===== config.mk =====
export PLATFORM = sky130hd
export DESIGN_NAME = pci_port_command_handshake
export DESIGN_NICKNAME = d
export VERILOG_FILES = /design/src/pci_cmd_pkg.sv /design/src/pci_par_gen.sv /design/src/pci_port_command_handshake.sv
export SDC_FILE = /design/constraint.sdc
export NUM_CORES = 1
export LEC_CHECK = 0
export ABC_AREA = 0
export BUFFER_PORTS_ARGS = -buffer_cell sky130_fd_sc_hd__buf_2
export CAP_MARGIN = 20
export CORE_UTILIZATION = 28
export CTS_CLUSTER_SIZE = 12
export DETAILED_ROUTE_END_ITERATION = 8
export GPL_TIMING_DRIVEN = 0
export PLACE_DENSITY = 0.56
export SYNTH_ARGS = -nofsm -noshare
export SYNTH_HDL_FRONTEND = slang
export SYNTH_SLANG_ARGS = --single-unit

===== constraint.sdc =====
create_clock -name sys_clk -period 2.3 [get_ports sys_clk]
set_input_delay 0 -clock sys_clk [delete_from_list [all_inputs] [get_ports sys_clk]]
set_output_delay 0 -clock sys_clk [all_outputs]
set_load 0.005 [all_outputs]

===== src/pci_cmd_pkg.sv =====
/*
 * constants, state encodings and shared functions for the pci port
 * command and handshake logic.
 * assumes every bus pin is sampled on the same pci clock as the logic.
 */
package pci_cmd_pkg;

    // bus command codes on c_be_l during the address phase
    localparam logic [3:0] CMD_INT_ACK = 4'h0;
    localparam logic [3:0] CMD_SPECIAL = 4'h1;
    localparam logic [3:0] CMD_IO_RD = 4'h2;
    localparam logic [3:0] CMD_IO_WR = 4'h3;
    localparam logic [3:0] CMD_MEM_RD = 4'h6;
    localparam logic [3:0] CMD_MEM_WR = 4'h7;
    localparam logic [3:0] CMD_CFG_RD = 4'ha;
    localparam logic [3:0] CMD_CFG_WR = 4'hb;
    localparam logic [3:0] CMD_MWI = 4'hd;
    localparam logic [3:0] CMD_MEM_RD_LONG = 4'he;
    localparam logic [3:0] CMD_POST_WR = 4'hf;

    // bit positions in the command half of the command/status word
    localparam int CSW_IO_EN_BIT = 0;
    localparam int CSW_MEM_EN_BIT = 1;
    localparam int CSW_MASTER_EN_BIT = 2;
    localparam int CSW_SERR_EN_BIT = 8;
    // status bit that the system error flag stands for
    localparam int CSW_SIG_SERR_BIT = 30;

    // clocks without devsel before the master gives up (master abort)
    localparam logic [2:0] DEVSEL_TIMEOUT = 3'h5;
    // byte enables used by the master data phase (all lanes)
    localparam logic [3:0] BE_ALL = 4'h0;
    // reset values of driven pin levels
    localparam logic PIN_IDLE = 1'b1;
    localparam logic [31:0] AD_RESET = 32'h0000_0000;

    // master termination codes
    localparam logic [1:0] MST_OK = 2'h0;
    localparam logic [1:0] MST_RETRY = 2'h1;
    localparam logic [1:0] MST_TABORT = 2'h2;
    localparam logic [1:0] MST_MABORT = 2'h3;

    typedef enum logic [4:0] {
        M_IDLE = 5'h01,
        M_REQ = 5'h02,
        M_ADDR = 5'h04,
        M_DATA = 5'h08,
        M_TURN = 5'h10
    } mst_state_e;

    typedef enum logic [3:0] {
        T_IDLE = 4'h1,
        T_DEC = 4'h2,
        T_DATA = 4'h4,
        T_TURN = 4'h8
    } tgt_state_e;

    // even parity over ad and c_be_l
    function automatic logic even_parity(input logic [31:0] a, input logic [3:0] c);
        even_parity = ^{a, c};
    endfunction

    // true for commands this port claims as a target
    function automatic logic target_cmd_ok(input logic [3:0] cmd, input logic sel,
                                           input logic [15:0] csw);
        case (cmd)
            CMD_IO_RD, CMD_IO_WR: target_cmd_ok = csw[CSW_IO_EN_BIT];
            CMD_MEM_RD, CMD_MEM_WR: target_cmd_ok = csw[CSW_MEM_EN_BIT];
            CMD_CFG_RD, CMD_CFG_WR: target_cmd_ok = sel;
            default: target_cmd_ok = 1'b0;
        endcase
    endfunction

endpackage


===== src/pci_par_gen.sv =====
/*
 * parity generator for the driven ad/c_be_l lines.
 * assumes par follows the lines it covers by one clock, and is driven
 * whenever this port drives ad.
 */
module pci_par_gen (
    input wire logic sys_clk,
    input wire logic rstn,
    input wire logic [31:0] ad_val,
    input wire logic [3:0] cbe_val,
    input wire logic ad_drv,
    output logic par_r,
    output logic par_oe_r
);

    logic par_nxt;
    logic par_oe_nxt;

    // parity one clock behind the lines, driven with them
    always_comb begin
        par_nxt = pci_cmd_pkg::even_parity(ad_val, cbe_val);
        par_oe_nxt = ad_drv;
    end

    // register parity and its enable
    always_ff @(posedge sys_clk or negedge rstn) begin
        if (!rstn) begin
            par_r <= 1'b0;
            par_oe_r <= 1'b0;
        end else begin
            par_r <= par_nxt;
            par_oe_r <= par_oe_nxt;
        end
    end

endmodule // pci_par_gen


===== src/pci_port_command_handshake.sv =====
/*
 * pci port command decode and handshake logic: target claim, master
 * single-phase memory transfers, address parity check with system error,
 * parity generation and serial rom select.
 * assumes all bus pins are synchronous to sys_clk (the pci clock) and
 * that pins are resolved outside from the output enables.
 */
module pci_port_command_handshake (
    input wire logic sys_clk,
    input wire logic rstn,
    // bus pins, sampled directly
    input wire logic frame_l,
    input wire logic irdy_l,
    input wire logic trdy_l,
    input wire logic stop_l,
    input wire logic devsel_l,
    input wire logic gnt_l,
    input wire logic idsel,
    input wire logic par,
    input wire logic [31:0] ad,
    input wire logic [3:0] c_be_l,
    // bus drive
    output logic req_l_r,
    output logic frame_l_r,
    output logic frame_oe_r,
    output logic irdy_l_r,
    output logic irdy_oe_r,
    output logic devsel_l_r,
    output logic devsel_oe_r,
    output logic trdy_l_r,
    output logic trdy_oe_r,
    output logic stop_l_r,
    output logic stop_oe_r,
    output logic [31:0] ad_r,
    output logic ad_oe_r,
    output logic [3:0] cbe_r,
    output logic cbe_oe_r,
    output logic par_r,
    output logic par_oe_r,
    output logic serr_l_r,
    output logic serr_oe_r,
    // command half of the command/status word, status flag
    input wire logic [15:0] csw_cmd,
    input wire logic sig_sys_err_clr,
    output logic sig_sys_err_r,
    // serial rom
    input wire logic rom_access,
    output logic serial_rom_select_r,
    // target user side
    input wire logic tgt_rdy,
    input wire logic [31:0] tgt_rdata,
    output logic tgt_req_r,
    output logic [3:0] tgt_cmd_r,
    output logic [31:0] tgt_addr_r,
    output logic tgt_done_r,
    output logic [31:0] tgt_wdata_r,
    output logic [3:0] tgt_be_r,
    // master user side
    input wire logic mst_start,
    input wire logic mst_write,
    input wire logic [31:0] mst_addr,
    input wire logic [31:0] mst_wdata,
    output logic mst_busy_r,
    output logic mst_done_r,
    output logic [1:0] mst_status_r,
    output logic [31:0] mst_rdata_r
);

    logic frame_prev_r; // frame_l one clock ago
    logic addr_phase; // first clock of a transaction from another master
    logic t_ok; // command is claimable

    assign addr_phase = !frame_l && frame_prev_r && !frame_oe_r;
    assign t_ok = pci_cmd_pkg::target_cmd_ok(c_be_l, idsel, csw_cmd);

    // ---------------- master ----------------
    pci_cmd_pkg::mst_state_e m_state_r, m_state_nxt;
    logic mst_wr_r, mst_wr_nxt;
    logic [31:0] m_addr_r, m_addr_nxt, m_wdata_r, m_wdata_nxt;
    logic [2:0] m_cnt_r, m_cnt_nxt; // clocks waited in data phase
    logic req_l_nxt, frame_l_nxt, frame_oe_nxt, irdy_l_nxt, irdy_oe_nxt;
    logic [3:0] cbe_nxt;
    logic cbe_oe_nxt, mst_done_nxt, mst_busy_nxt;
    logic [1:0] mst_status_nxt;
    logic [31:0] mst_rdata_nxt;
    logic m_ad_drv; // master drives ad next clock
    logic [31:0] m_ad_val;

    // master sequencer: request, address, one data phase, turnaround
    always_comb begin
        m_state_nxt = m_state_r;
        mst_wr_nxt = mst_wr_r;
        m_addr_nxt = m_addr_r;
        m_wdata_nxt = m_wdata_r;
        m_cnt_nxt = m_cnt_r;
        req_l_nxt = req_l_r;
        frame_l_nxt = frame_l_r;
        frame_oe_nxt = frame_oe_r;
        irdy_l_nxt = irdy_l_r;
        irdy_oe_nxt = irdy_oe_r;
        cbe_nxt = cbe_r;
        cbe_oe_nxt = cbe_oe_r;
        mst_done_nxt = 1'b0;
        mst_status_nxt = mst_status_r;
        mst_rdata_nxt = mst_rdata_r;
        m_ad_drv = 1'b0;
        m_ad_val = m_wdata_r;
        case (m_state_r)
            pci_cmd_pkg::M_IDLE: begin
                // start only when bus mastering is enabled
                if (mst_start && csw_cmd[pci_cmd_pkg::CSW_MASTER_EN_BIT]) begin
                    mst_wr_nxt = mst_write;
                    m_addr_nxt = mst_addr;
                    m_wdata_nxt = mst_wdata;
                    req_l_nxt = 1'b0;
                    m_state_nxt = pci_cmd_pkg::M_REQ;
                end
            end
            pci_cmd_pkg::M_REQ: begin
                // granted and bus idle: address phase
                if (!gnt_l && frame_l && irdy_l) begin
                    req_l_nxt = 1'b1;
                    frame_l_nxt = 1'b0;
                    frame_oe_nxt = 1'b1;
                    cbe_oe_nxt = 1'b1;
                    cbe_nxt = mst_wr_r ? pci_cmd_pkg::CMD_MEM_WR : pci_cmd_pkg::CMD_MEM_RD;
                    m_ad_drv = 1'b1;
                    m_ad_val = m_addr_r;
                    m_state_nxt = pci_cmd_pkg::M_ADDR;
                end
            end
            pci_cmd_pkg::M_ADDR: begin
                // single data phase, so frame ends here
                frame_l_nxt = 1'b1;
                cbe_nxt = pci_cmd_pkg::BE_ALL;
                irdy_oe_nxt = 1'b1;
                // irdy with write data, or ready to take read data
                irdy_l_nxt = 1'b0;
                m_ad_drv = mst_wr_r;
                m_cnt_nxt = 3'h0;
                m_state_nxt = pci_cmd_pkg::M_DATA;
            end
            pci_cmd_pkg::M_DATA: begin
                m_ad_drv = mst_wr_r;
                m_cnt_nxt = m_cnt_r + 3'h1;
                // completes only with trdy and irdy together
                if (!trdy_l) begin
                    mst_status_nxt = pci_cmd_pkg::MST_OK;
                    mst_rdata_nxt = ad;
                    mst_done_nxt = 1'b1;
                end else if (!stop_l) begin
                    // stop without data: retry or target abort
                    mst_status_nxt = devsel_l ? pci_cmd_pkg::MST_TABORT
                                              : pci_cmd_pkg::MST_RETRY;
                    mst_done_nxt = 1'b1;
                end else if (devsel_l && m_cnt_r == pci_cmd_pkg::DEVSEL_TIMEOUT) begin
                    mst_status_nxt = pci_cmd_pkg::MST_MABORT;
                    mst_done_nxt = 1'b1;
                end
                if (mst_done_nxt) begin
                    m_ad_drv = 1'b0;
                    irdy_l_nxt = 1'b1;
                    frame_oe_nxt = 1'b0;
                    cbe_oe_nxt = 1'b0;
                    m_state_nxt = pci_cmd_pkg::M_TURN;
                end
            end
            pci_cmd_pkg::M_TURN: begin
                // irdy was driven high one clock, now release it
                irdy_oe_nxt = 1'b0;
                m_state_nxt = pci_cmd_pkg::M_IDLE;
            end
            default: begin
                m_state_nxt = pci_cmd_pkg::M_IDLE;
            end
        endcase
        mst_busy_nxt = (m_state_nxt != pci_cmd_pkg::M_IDLE);
    end

    // master registers
    always_ff @(posedge sys_clk or negedge rstn) begin
        if (!rstn) begin
            m_state_r <= pci_cmd_pkg::M_IDLE;
            mst_wr_r <= 1'b0;
            m_addr_r <= pci_cmd_pkg::AD_RESET;
            m_wdata_r <= pci_cmd_pkg::AD_RESET;
            m_cnt_r <= 3'h0;
            req_l_r <= pci_cmd_pkg::PIN_IDLE;
            frame_l_r <= pci_cmd_pkg::PIN_IDLE;
            frame_oe_r <= 1'b0;
            irdy_l_r <= pci_cmd_pkg::PIN_IDLE;
            irdy_oe_r <= 1'b0;
            cbe_r <= 4'h0;
            cbe_oe_r <= 1'b0;
            mst_done_r <= 1'b0;
            mst_busy_r <= 1'b0;
            mst_status_r <= pci_cmd_pkg::MST_OK;
            mst_rdata_r <= pci_cmd_pkg::AD_RESET;
        end else begin
            m_state_r <= m_state_nxt;
            mst_wr_r <= mst_wr_nxt;
            m_addr_r <= m_addr_nxt;
            m_wdata_r <= m_wdata_nxt;
            m_cnt_r <= m_cnt_nxt;
            req_l_r <= req_l_nxt;
            frame_l_r <= frame_l_nxt;
            frame_oe_r <= frame_oe_nxt;
            irdy_l_r <= irdy_l_nxt;
            irdy_oe_r <= irdy_oe_nxt;
            cbe_r <= cbe_nxt;
            cbe_oe_r <= cbe_oe_nxt;
            mst_done_r <= mst_done_nxt;
            mst_busy_r <= mst_busy_nxt;
            mst_status_r <= mst_status_nxt;
            mst_rdata_r <= mst_rdata_nxt;
        end
    end

    // ---------------- target ----------------
    pci_cmd_pkg::tgt_state_e t_state_r, t_state_nxt;
    logic devsel_l_nxt, devsel_oe_nxt, trdy_l_nxt, trdy_oe_nxt, stop_oe_nxt;
    logic tgt_req_nxt, tgt_done_nxt;
    logic [3:0] tgt_cmd_nxt, tgt_be_nxt;
    logic [31:0] tgt_addr_nxt, tgt_wdata_nxt;
    logic t_ad_drv; // target drives read data next clock

    // target sequencer: decode, medium devsel, data phases, turnaround
    always_comb begin
        t_state_nxt = t_state_r;
        devsel_l_nxt = devsel_l_r;
        devsel_oe_nxt = devsel_oe_r;
        trdy_l_nxt = trdy_l_r;
        trdy_oe_nxt = trdy_oe_r;
        stop_oe_nxt = stop_oe_r;
        tgt_req_nxt = 1'b0;
        tgt_done_nxt = 1'b0;
        tgt_cmd_nxt = tgt_cmd_r;
        tgt_addr_nxt = tgt_addr_r;
        tgt_be_nxt = tgt_be_r;
        tgt_wdata_nxt = tgt_wdata_r;
        t_ad_drv = 1'b0;
        case (t_state_r)
            pci_cmd_pkg::T_IDLE: begin
                if (addr_phase && t_ok) begin
                    tgt_cmd_nxt = c_be_l;
                    tgt_addr_nxt = ad;
                    t_state_nxt = pci_cmd_pkg::T_DEC;
                end
            end
            pci_cmd_pkg::T_DEC: begin
                devsel_l_nxt = 1'b0;
                devsel_oe_nxt = 1'b1;
                trdy_l_nxt = 1'b1;
                trdy_oe_nxt = 1'b1;
                stop_oe_nxt = 1'b1;
                tgt_req_nxt = 1'b1;
                t_state_nxt = pci_cmd_pkg::T_DATA;
            end
            pci_cmd_pkg::T_DATA: begin
                t_ad_drv = !tgt_cmd_r[0];
                // phase done when our trdy meets irdy
                if (!trdy_l_r && !irdy_l) begin
                    tgt_done_nxt = 1'b1;
                    tgt_wdata_nxt = ad;
                    tgt_be_nxt = c_be_l;
                    trdy_l_nxt = 1'b1;
                    if (frame_l) begin
                        devsel_l_nxt = 1'b1;
                        t_ad_drv = 1'b0;
                        t_state_nxt = pci_cmd_pkg::T_TURN;
                    end
                end else if (tgt_rdy) begin
                    trdy_l_nxt = 1'b0;
                end
            end
            pci_cmd_pkg::T_TURN: begin
                devsel_oe_nxt = 1'b0;
                trdy_oe_nxt = 1'b0;
                stop_oe_nxt = 1'b0;
                t_state_nxt = pci_cmd_pkg::T_IDLE;
            end
            default: begin
                t_state_nxt = pci_cmd_pkg::T_IDLE;
            end
        endcase
    end

    // target registers; stop is only ever driven high
    always_ff @(posedge sys_clk or negedge rstn) begin
        if (!rstn) begin
            t_state_r <= pci_cmd_pkg::T_IDLE;
            devsel_l_r <= pci_cmd_pkg::PIN_IDLE;
            devsel_oe_r <= 1'b0;
            trdy_l_r <= pci_cmd_pkg::PIN_IDLE;
            trdy_oe_r <= 1'b0;
            stop_l_r <= pci_cmd_pkg::PIN_IDLE;
            stop_oe_r <= 1'b0;
            tgt_req_r <= 1'b0;
            tgt_done_r <= 1'b0;
            tgt_cmd_r <= 4'h0;
            tgt_addr_r <= pci_cmd_pkg::AD_RESET;
            tgt_be_r <= 4'h0;
            tgt_wdata_r <= pci_cmd_pkg::AD_RESET;
        end else begin
            t_state_r <= t_state_nxt;
            devsel_l_r <= devsel_l_nxt;
            devsel_oe_r <= devsel_oe_nxt;
            trdy_l_r <= trdy_l_nxt;
            trdy_oe_r <= trdy_oe_nxt;
            stop_l_r <= pci_cmd_pkg::PIN_IDLE;
            stop_oe_r <= stop_oe_nxt;
            tgt_req_r <= tgt_req_nxt;
            tgt_done_r <= tgt_done_nxt;
            tgt_cmd_r <= tgt_cmd_nxt;
            tgt_addr_r <= tgt_addr_nxt;
            tgt_be_r <= tgt_be_nxt;
            tgt_wdata_r <= tgt_wdata_nxt;
        end
    end

    // ---------------- ad lines, parity check, serr, rom ----------------
    logic [31:0] ad_nxt;
    logic ad_oe_nxt;
    logic ap_pend_r, ap_pend_nxt, ap_exp_r, ap_exp_nxt;
    logic serr_oe_nxt, sig_sys_err_nxt, ap_err;

    always_comb begin
        // ad owner: master first, then target read data
        ad_nxt = ad_r;
        ad_oe_nxt = m_ad_drv || t_ad_drv;
        if (m_ad_drv) begin
            ad_nxt = m_ad_val;
        end else if (t_ad_drv) begin
            ad_nxt = tgt_rdata;
        end
        // address parity arrives one clock after the address
        ap_pend_nxt = addr_phase;
        ap_exp_nxt = addr_phase ? pci_cmd_pkg::even_parity(ad, c_be_l) : ap_exp_r;
        ap_err = ap_pend_r && (par != ap_exp_r);
        // serr low for one clock, visible two clocks after address
        serr_oe_nxt = ap_err && csw_cmd[pci_cmd_pkg::CSW_SERR_EN_BIT];
        // status flag: a new error wins over a clear in the same clock
        sig_sys_err_nxt = serr_oe_nxt || (sig_sys_err_r && !sig_sys_err_clr);
    end

    always_ff @(posedge sys_clk or negedge rstn) begin
        if (!rstn) begin
            ad_r <= pci_cmd_pkg::AD_RESET;
            ad_oe_r <= 1'b0;
            frame_prev_r <= pci_cmd_pkg::PIN_IDLE;
            ap_pend_r <= 1'b0;
            ap_exp_r <= 1'b0;
            serr_l_r <= 1'b0;
            serr_oe_r <= 1'b0;
            sig_sys_err_r <= 1'b0;
            serial_rom_select_r <= 1'b0;
        end else begin
            ad_r <= ad_nxt;
            ad_oe_r <= ad_oe_nxt;
            frame_prev_r <= frame_l;
            ap_pend_r <= ap_pend_nxt;
            ap_exp_r <= ap_exp_nxt;
            serr_l_r <= 1'b0;
            serr_oe_r <= serr_oe_nxt;
            sig_sys_err_r <= sig_sys_err_nxt;
            serial_rom_select_r <= rom_access;
        end
    end

    // parity covers c_be_l as on the bus, ours or the master's
    logic [3:0] par_cbe;
    assign par_cbe = cbe_oe_r ? cbe_r : c_be_l;

    // parity whenever this port drives ad
    pci_par_gen u_par (
        .sys_clk(sys_clk),
        .rstn(rstn),
        .ad_val(ad_r),
        .cbe_val(par_cbe),
        .ad_drv(ad_oe_r),
        .par_r(par_r),
        .par_oe_r(par_oe_r)
    );
endmodule // pci_port_command_handshake

==> results of run 1 <==
[cell usage after synthesis (all sizes together)]
cell and count:
mux2i 32, nand2 111, a211oi 32, or3 2, conb 2, xnor2 59, nor2 15, and3 2
a222oi 1, inv 13, o22ai 1, dfstp 8, nor3b 2, nand4 2, nor3 6, o21bai 2
o41ai 1, and2 3, clkbuf 7, nor2b 32, nand3b 1, mux2 134, nor4 1, o21ai 15
a21o 3, a21boi 1, nand2b 1, nand3 5, xor2 9, nand4bb 1, o31ai 1, buf 41
xnor3 1, ha 7, a21oi 40, o21ba 1, dfrtp 230, nand4b 1
[cells by family (layout without fill, tap and decap cells)]
logic type / after synthesis / after routing
DFF: 238 / 238
xor gates and xnor gates: 69 / 69
adders and majority gates: 7 / 7
and+or+nand+nor: 185 / 185
buffers and inverters: 61 / 581
muxes: 166 / 166
AOI/OAI and AO/OA: 98 / 98
other: 2 / 3
[layout make-up]
| cell class | count | area, um^2 | area share |
|---|---|---|---|
| Tap cell | 468 | 586 | 0.0387 |
| Sequential cell | 238 | 5970 | 0.394 |
| Multi-Input combinational cell | 528 | 4170 | 0.276 |
| Clock inverter | 9 | 47.5 | 0.00314 |
| Timing Repair Buffer | 468 | 3170 | 0.209 |
| Inverter | 13 | 48.8 | 0.00323 |
| Clock buffer | 43 | 848 | 0.0561 |
| Buffer | 48 | 295 | 0.0195 |
[worst register-to-register path, delay by kind of cell (launching register included)]
| family | cells | cell delay, ns |
|---|---|---|
| simple gates | 2 | 0.41 |
| mux | 1 | 0.36 |
| flops | 1 | 0.56 |
| buf+inv | 3 | 0.75 |
[worst min path at each step]
stage,slack (ns),startpoint,endpoint
after CTS,0.02,irdy_l,m_state_r[1]$_DFF_PN0_
after global placement,0.11,rom_access,serial_rom_select_r$_DFF_PN0_
after detailed placement,-0.16,rstn,mst_rdata_r[31]$_DFFE_PN0P_
final,-0.01,irdy_l,m_state_r[1]$_DFF_PN0_
after global routing,0.05,irdy_l,m_state_r[1]$_DFF_PN0_
after floorplan,-0.30,rstn,ad_oe_r$_DFF_PN0_
[state kept, by name (all words and copies together), names as in the netlist, 2 cells and up]
| register | cells |
|---|---|
| tgt_be_r | 4 |
| m_state_r | 5 |
| tgt_addr_r | 32 |
| cbe_r | 2 |
| m_wdata_r | 32 |
| mst_rdata_r | 32 |
| tgt_wdata_r | 32 |
| m_cnt_r | 3 |
| m_addr_r | 32 |
| tgt_cmd_r | 4 |
| ad_r | 32 |
| mst_status_r | 2 |
| t_state_r | 4 |
[metrics by stage]
stage | instances | hold slack (ns) | worst slack (ns)
6_report | 1815 | -0.0104 | 0.115
4_1_cts | 1813 | 0.0239 | 0.00165
3_3_place_gp | 1607 | 0.110 | -3.24
3_5_place_dp | 1609 | -0.163 | -0.432
2_1_floorplan | 827 | -0.296 | 0.457
5_1_grt | 1815 | 0.0548 | -0.00762
[per-layer routing]
| metal | wire, um | up-vias | GRT usage |
|---|---|---|---|
| met3 | 2300 | 50 | 0.0497 |
| met5 | 0 | - | 0 |
| met1 | 13600 | 3971 | 0.205 |
| met2 | 15400 | 311 | 0.294 |
| li1 | - | 3814 | - |
| met4 | 754 | 0 | 0.0411 |
[what timing repair did]
action                                 in CTS  in global routing
setup endpoints to repair                 100                 43
pin swaps                                   2                  0
endpoints found under the hold margin     448                  0
hold buffers                              148                  0
gates resized for setup                     7                  9
setup buffers                               4                  2
[where the power goes]
part | internal, mW | leakage, nW | total (mW) | switching, mW
sequential | 4.87 | 2.97 | 5.35 | 0.472
combinational | 1.81 | 3.87 | 3.27 | 1.45
clock | 2.52 | 0.447 | 4.30 | 1.78
==> results by group, run 1 <==
Placement
  • GP Congestion: 0.798
  • I/O Buffers: around 310
  • Placed instance area: around 13000 um^2
  • Hpwl dp: 23100 um

Clock tree
  • CTS tree: yes
  • CTS Root Cell: clkbuf_16
  • Clock sinks: about 240
  • H-tree levels: 1
  • Clock slew at reported path FFs: ~0.060 ns
  • Skew-Pair Late Insertion Delay: ~0.56 ns
  • TritonCTS buffer count: 28
  • Clock buffer depth: 3

STA
  • RSZ-0062 raised after global routing: yes
  • Fin Hold WS: -0.0104 ns
  • Max Slew Vio Count: 0
  • Setup Skew: 0.0128 ns
  • Endpoints failing setup: 0
  • Rel. slew slack: 0.524
  • Endpoints failing hold: 1
  • Setup TNS: 0 ns
  • Slew @ Worst Pin: between 0.7 and 0.8 ns
  • Fin crit share: 0.950
  • Crit path time final: between 2 and 2.5 ns
  • F_max: between 400 and 500 MHz

Logic synthesis
  • Mux cell area share after synthesis: 0.176
  • Compound-gate portion of the synthesized area: 0.0668
  • Yosys reg bits: 238
  • Yosys Warn Count: 0
  • Xor and xnor area share after synthesis: 0.0593
  • Yosys cell types: just over 50
  • Adder-Cell Fraction of Synth Area: 0.00840
  • Gate Count Post-Synth: slightly above 800
  • Register area share after synthesis: 0.572
  • Yosys top cell by area: dfrtp_1
  • Share of the synthesized area in the top cell type: 0.552
  • Post-Synth Simple-Gate Area: 0.0852
  • Area contributors post-synth: dfrtp_1, mux2_2, xnor2_1, nand2_1, mux2i_1
  • Synthesized area: approximately 10000 um^2
  • Syn_area_per_cell: between 10 and 15 um^2
  • Largest family of logic cells by synthesized area: multiplexers

Final layout
  • Layout Utilization: 0.413
  • # nets final: 1495
  • Fillcell total: approximately 3500
  • Share of cells above drive strength 1: 0.424
  • Commonest non-fill, non-tap cell in the layout: buf_2
  • Antenna diodes: 0
  • Commonest non-fill, non-tap cells in the layout: buf_2, dfrtp_1, dlygate4sd3_1
  • Layout area overhead: 45.1%
  • Fin area: 15100 um^2

Floorplan
  • Initial core utilization: 0.285
  • Placeable Area: around 37000 um^2
  • Horiz. Die Dim: slightly below 200 um
  • Cell row count: 70
  • Die Area: 38000 um^2
  • Io pins: approximately 330
  • Chip height: around 190 um

Worst setup path
  • Crit end category: flop
  • CP max-delay cell: dfstp_2
  • Type of origin of the critical path: flop
  • Levels on crit path: 6
  • FF-to-FF setup slack: roughly 0.12 ns
  • Critical R2R Launch: m_state_r[0]$_DFF_PN1_
  • Critical path data arrival time: roughly 2.6 ns
  • CP top delay family: buffers and inverters
  • RR Endpoint: m_addr_r[28]$_DFFE_PN0P_
  • Crit path buf inv count: 3
  • Reg2Reg Depth: 6
  • Critical Path Sink: m_addr_r[28]$_DFFE_PN0P_
  • WP data required: approximately 2.7 ns
  • CP max stage delay: around 0.56 ns
  • Critical path origin: m_state_r[0]$_DFF_PN1_
  • Most used cell, CP: buf_4
  • Crit-path cells: nand4b_1 -> nor4_4 -> buf_4 -> buf_2 -> buf_4 -> mux2_2
  • Crit-path max FO: 10
  • Crit path kind: reg -> reg

Global routing
  • Initial antenna violation count: 0
  • First-pass GRT wire length: between 50000 and 60000 um
  • Global route overflow: 0
  • Pin count of the biggest net entering global routing: around 120
  • Tot GR Track Use: 0.169
  • Vias in the first global route: around 8700

Min path
  • Hold path cells: 4
  • HP Class: in -> reg

Route
  • Drt first pass iters: 4
  • Initial DRC Count: 198
  • Post-DRT Antenna Nets: 0
  • Routed WL per cell: about 18 um
  • DR vias/cell: 4.49
  • DRC Markers: 0
  • Vias: approximately 8000
  • WL final: around 32000 um

Pwr
  • Power density over cell area: roughly 850 nW/um^2
  • Max VDD drop: about 0.63 mV
  • Power after layout: roughly 13 mW
  • P_leak: roughly 7.3 nW

Outcome
  • Violated checks: hold timing
  • Outcome: finished, violations left

Flow run
  • Max cap viols: 0
(Power assumes the default switching activity.)
==> run 2: changes to the inputs <==
--- a/config.mk
+++ b/config.mk
@@ -8,6 +8,7 @@
 export ABC_AREA = 0
 export BUFFER_PORTS_ARGS = -buffer_cell sky130_fd_sc_hd__buf_2
 export CAP_MARGIN = 20
+export CORE_ASPECT_RATIO = 0.6
 export CORE_UTILIZATION = 28
 export CTS_CLUSTER_SIZE = 12
 export DETAILED_ROUTE_END_ITERATION = 8
==> constraint.sdc (replaced) <==
create_clock -name sys_clk -period 2.5 [get_ports sys_clk]
set_input_delay 0 -clock sys_clk [delete_from_list [all_inputs] [get_ports sys_clk]]
set_output_delay 0 -clock sys_clk [all_outputs]
set_load 0.005 [all_outputs]
==> run 2 against run 1 <==
Against the previous run: non-clock buffer count shrank 3; largest cell class unchanged; critical endpoint is now tgt_addr_r[2]$_DFFE_PN0P_; design area shrank 0.31%; the run now ends clean; global-route usage grew 0.17 points; worst hold slack gained 0.11 ns; clock skew grew 0.0040 ns; critical path depth is the same.
==> results by group, run 2 (synthesized netlist as in run 1, its figures left out) <==
Route
  • Vias: 8093 (-0.65%)
  • Drt first pass iters: 4 (unchanged)
  • DRC Markers: 0 (unchanged)
  • Routed WL per cell: 18.3 um (+3.7%)
  • Initial DRC Count: 431 (+120%)
  • Post-DRT Antenna Nets: 0 (unchanged)
  • WL final: 33200 um (+3.8%)
  • DR vias/cell: 4.46 (-0.71%)

Global routing
  • Vias in the first global route: 8238 (-5.3%)
  • Pin count of the biggest net entering global routing: 114 (-0.87%)
  • Initial antenna violation count: 1 (+1)
  • Tot GR Track Use: 0.171 (+0.00171)
  • First-pass GRT wire length: 49300 um (-2.4%)
  • Global route overflow: 0 (unchanged)

STA
  • RSZ-0062 raised after global routing: no
  • Max Slew Vio Count: 0 (unchanged)
  • F_max: 435 MHz (-5.0%)
  • Crit path time final: 2.30 ns (+0.115 ns)
  • Setup Skew: 0.0167 ns (+0.00397 ns)
  • Fin Hold WS: 0.0994 ns (+0.110 ns)
  • Endpoints failing hold: 0 (-1)
  • Slew @ Worst Pin: 0.809 ns (+0.0973 ns)
  • Fin crit share: 0.920 (-0.0298)
  • Endpoints failing setup: 0 (unchanged)
  • Rel. slew slack: 0.459 (-0.0651)

Placement
  • GP Congestion: 0.819 (+2.7%)
  • I/O Buffers: 312 (unchanged)
  • Hpwl dp: 23800 um (+3.0%)
  • Placed instance area: 12700 um^2 (about the same)

Clock tree
  • H-tree levels: 1 (unchanged)
  • Skew-Pair Late Insertion Delay: 0.55 ns (about the same)
  • CTS tree: yes
  • Clock slew at reported path FFs: 0.06 ns (about the same)
  • Clock sinks: 238 (unchanged)
  • CTS Root Cell: clkbuf_16
  • TritonCTS buffer count: 26 (-7.1%)
  • Clock buffer depth: 3 (unchanged)

Worst setup path
  • CP top delay family: simple AND/OR/NAND/NOR gates
  • CP max-delay cell: dfstp_2
  • Crit path kind: reg -> reg
  • Crit path buf inv count: 2 (-1)
  • CP max stage delay: 0.51 ns (-0.05 ns)
  • Crit end category: flop
  • Crit-path max FO: 10 (unchanged)
  • WP data required: 2.93 ns (+0.19 ns)
  • Type of origin of the critical path: flop
  • Crit-path cells: nor3b_2 -> nand4_1 -> nor3_1 -> clkbuf_4 -> buf_4 -> mux2_2
  • Critical path data arrival time: 2.73 ns (+0.11 ns)

Pwr
  • Cell-internal power: 8.63 mW (-6.3%)
  • Gate power share: 0.254 (about the same)
  • Power density over cell area: 801 nW/um^2 (-6.2%)
  • P_leak: 7.26 nW (-0.46%)
  • Clock network fraction of total power: 0.340 (+0.007)
  • Sw Ratio: 0.286 (-0.00117)
  • Max VDD drop: 0.580 mV (-8.1%)
  • NetSw: 3.45 mW (-6.8%)
  • Seq pwr share: 0.406 (-0.008)

Floorplan
  • Chip height: 151 um (-22%)
  • Cell row count: 54 (-23%)
  • Horiz. Die Dim: 251 um (+29%)
  • Placeable Area: 36500 um^2 (-0.34%)
  • Initial core utilization: 0.286 (+0.000977)
  • Die Area: 38000 um^2 (about the same)
  • Io pins: 328 (unchanged)

Final layout
  • Commonest non-fill, non-tap cells in the layout: buf_2, dfrtp_1, dlygate4sd3_1
  • Fillcell total: 3517 (+1.1%)
  • # nets final: 1490 (-0.33%)
  • Layout area overhead: 44.6%
  • Commonest non-fill, non-tap cell in the layout: buf_2
  • Share of cells above drive strength 1: 0.415 (-0.00867)
  • Fin area: 15100 um^2 (-0.31%)

Min path
  • HP Class: in -> reg

Outcome
  • Outcome: complete, no violations

Flow run
  • Max cap viols: 0 (unchanged)
==> run 2: cell count changes in the layout (fill, tap and decap cells not counted), sizes merged <==
cell / change
clkinv: -6
bufinv: +3
diode: +1
buf: -5
clkinvlp: -1
dlygate4sd3: +1
==> run 2: power groups by stage <==
stage | clock, mW | sequential, mW | combinational (mW)
5_1_grt | 4.40 | 4.98 | 3.39
3_5_place_dp | 0 | 4.97 | 2.96
3_3_place_gp | 0 | 4.95 | 2.92
2_1_floorplan | 0 | 4.90 | 1.83
6_report | 4.11 | 4.90 | 3.07
4_1_cts | 4.24 | 4.90 | 3.15
==> run 2: stage by stage <==
| step | setup slack (ns) | utilization | std cells | TNS, ns | power [mW] |
|---|---|---|---|---|---|
| global route | 0.0217 | 0.413 | 1816 | 0 | 12.8 |
| global placement | -3.10 | 0.345 | 1615 | -717.79 | 7.87 |
| detailed placement | -0.0381 | 0.347 | 1617 | -0.197 | 7.92 |
| CTS | 0.0379 | 0.412 | 1813 | 0 | 12.3 |
| floorplan | 0.657 | - | 827 | 0 | 6.73 |
| finish | 0.200 | 0.413 | 1816 | 0 | 12.1 |
==> run 2: cell type report <==
cell class                      count  area [um^2]  area share
Sequential cell                   238         5970       0.396
Multi-Input combinational cell    528         4150       0.275
Timing Repair Buffer              465         3130       0.208
Clock buffer                       42          802      0.0532
Tap cell                          476          596      0.0395
Buffer                             48          287      0.0190
Clock inverter                      5          100     0.00664
Inverter                           13         48.8     0.00324
Antenna cell                        1         2.50    0.000166
==> run 2: routing by layer <==
layer | GRT usage | wire length, um
met5 | 0 | 0
met4 | 0.0503 | 852
met3 | 0.0273 | 1200
met2 | 0.264 | 15200
met1 | 0.246 | 15900
==> run 2: timing repair <==
action                     4_1_cts  5_1_grt
resized for setup                1        5
setup endpoints to repair       10       38
pin swaps                        0        1
hold endpoints to repair       380        0
setup buffers                    0        2
hold buffers                   149        0
==> run 2: worst reg2reg max path: cells and delay by family, from the launching register on <==
family                 cells  cell delay, ns
buffers and inverters      2            0.60
DFF                        1            0.51
muxes                      1            0.36
and+or+nand+nor            3            0.72
==> run 2: path summary, 6_finish.rpt <==
check / startpoint / endpoint / slack [ns] / depth (start not counted)
min in group asynchronous: rstn / mst_rdata_r[20]$_DFFE_PN0P_ / 0.51 / 3
hold / removal: rom_access / serial_rom_select_r$_DFF_PN0_ / 0.1 / 2
setup reg to reg: frame_prev_r$_DFF_PN1_ / tgt_addr_r[2]$_DFFE_PN0P_ / 0.20 / 6
hold reg to reg: ad_oe_r$_DFF_PN0_ / u_par.par_oe_r$_DFF_PN0_ / 0.38 / 0
setup / recovery: frame_prev_r$_DFF_PN1_ / tgt_addr_r[2]$_DFFE_PN0P_ / 0.20 / 6
max in group asynchronous: rstn / tgt_wdata_r[18]$_DFFE_PN0P_ / 0.47 / 4
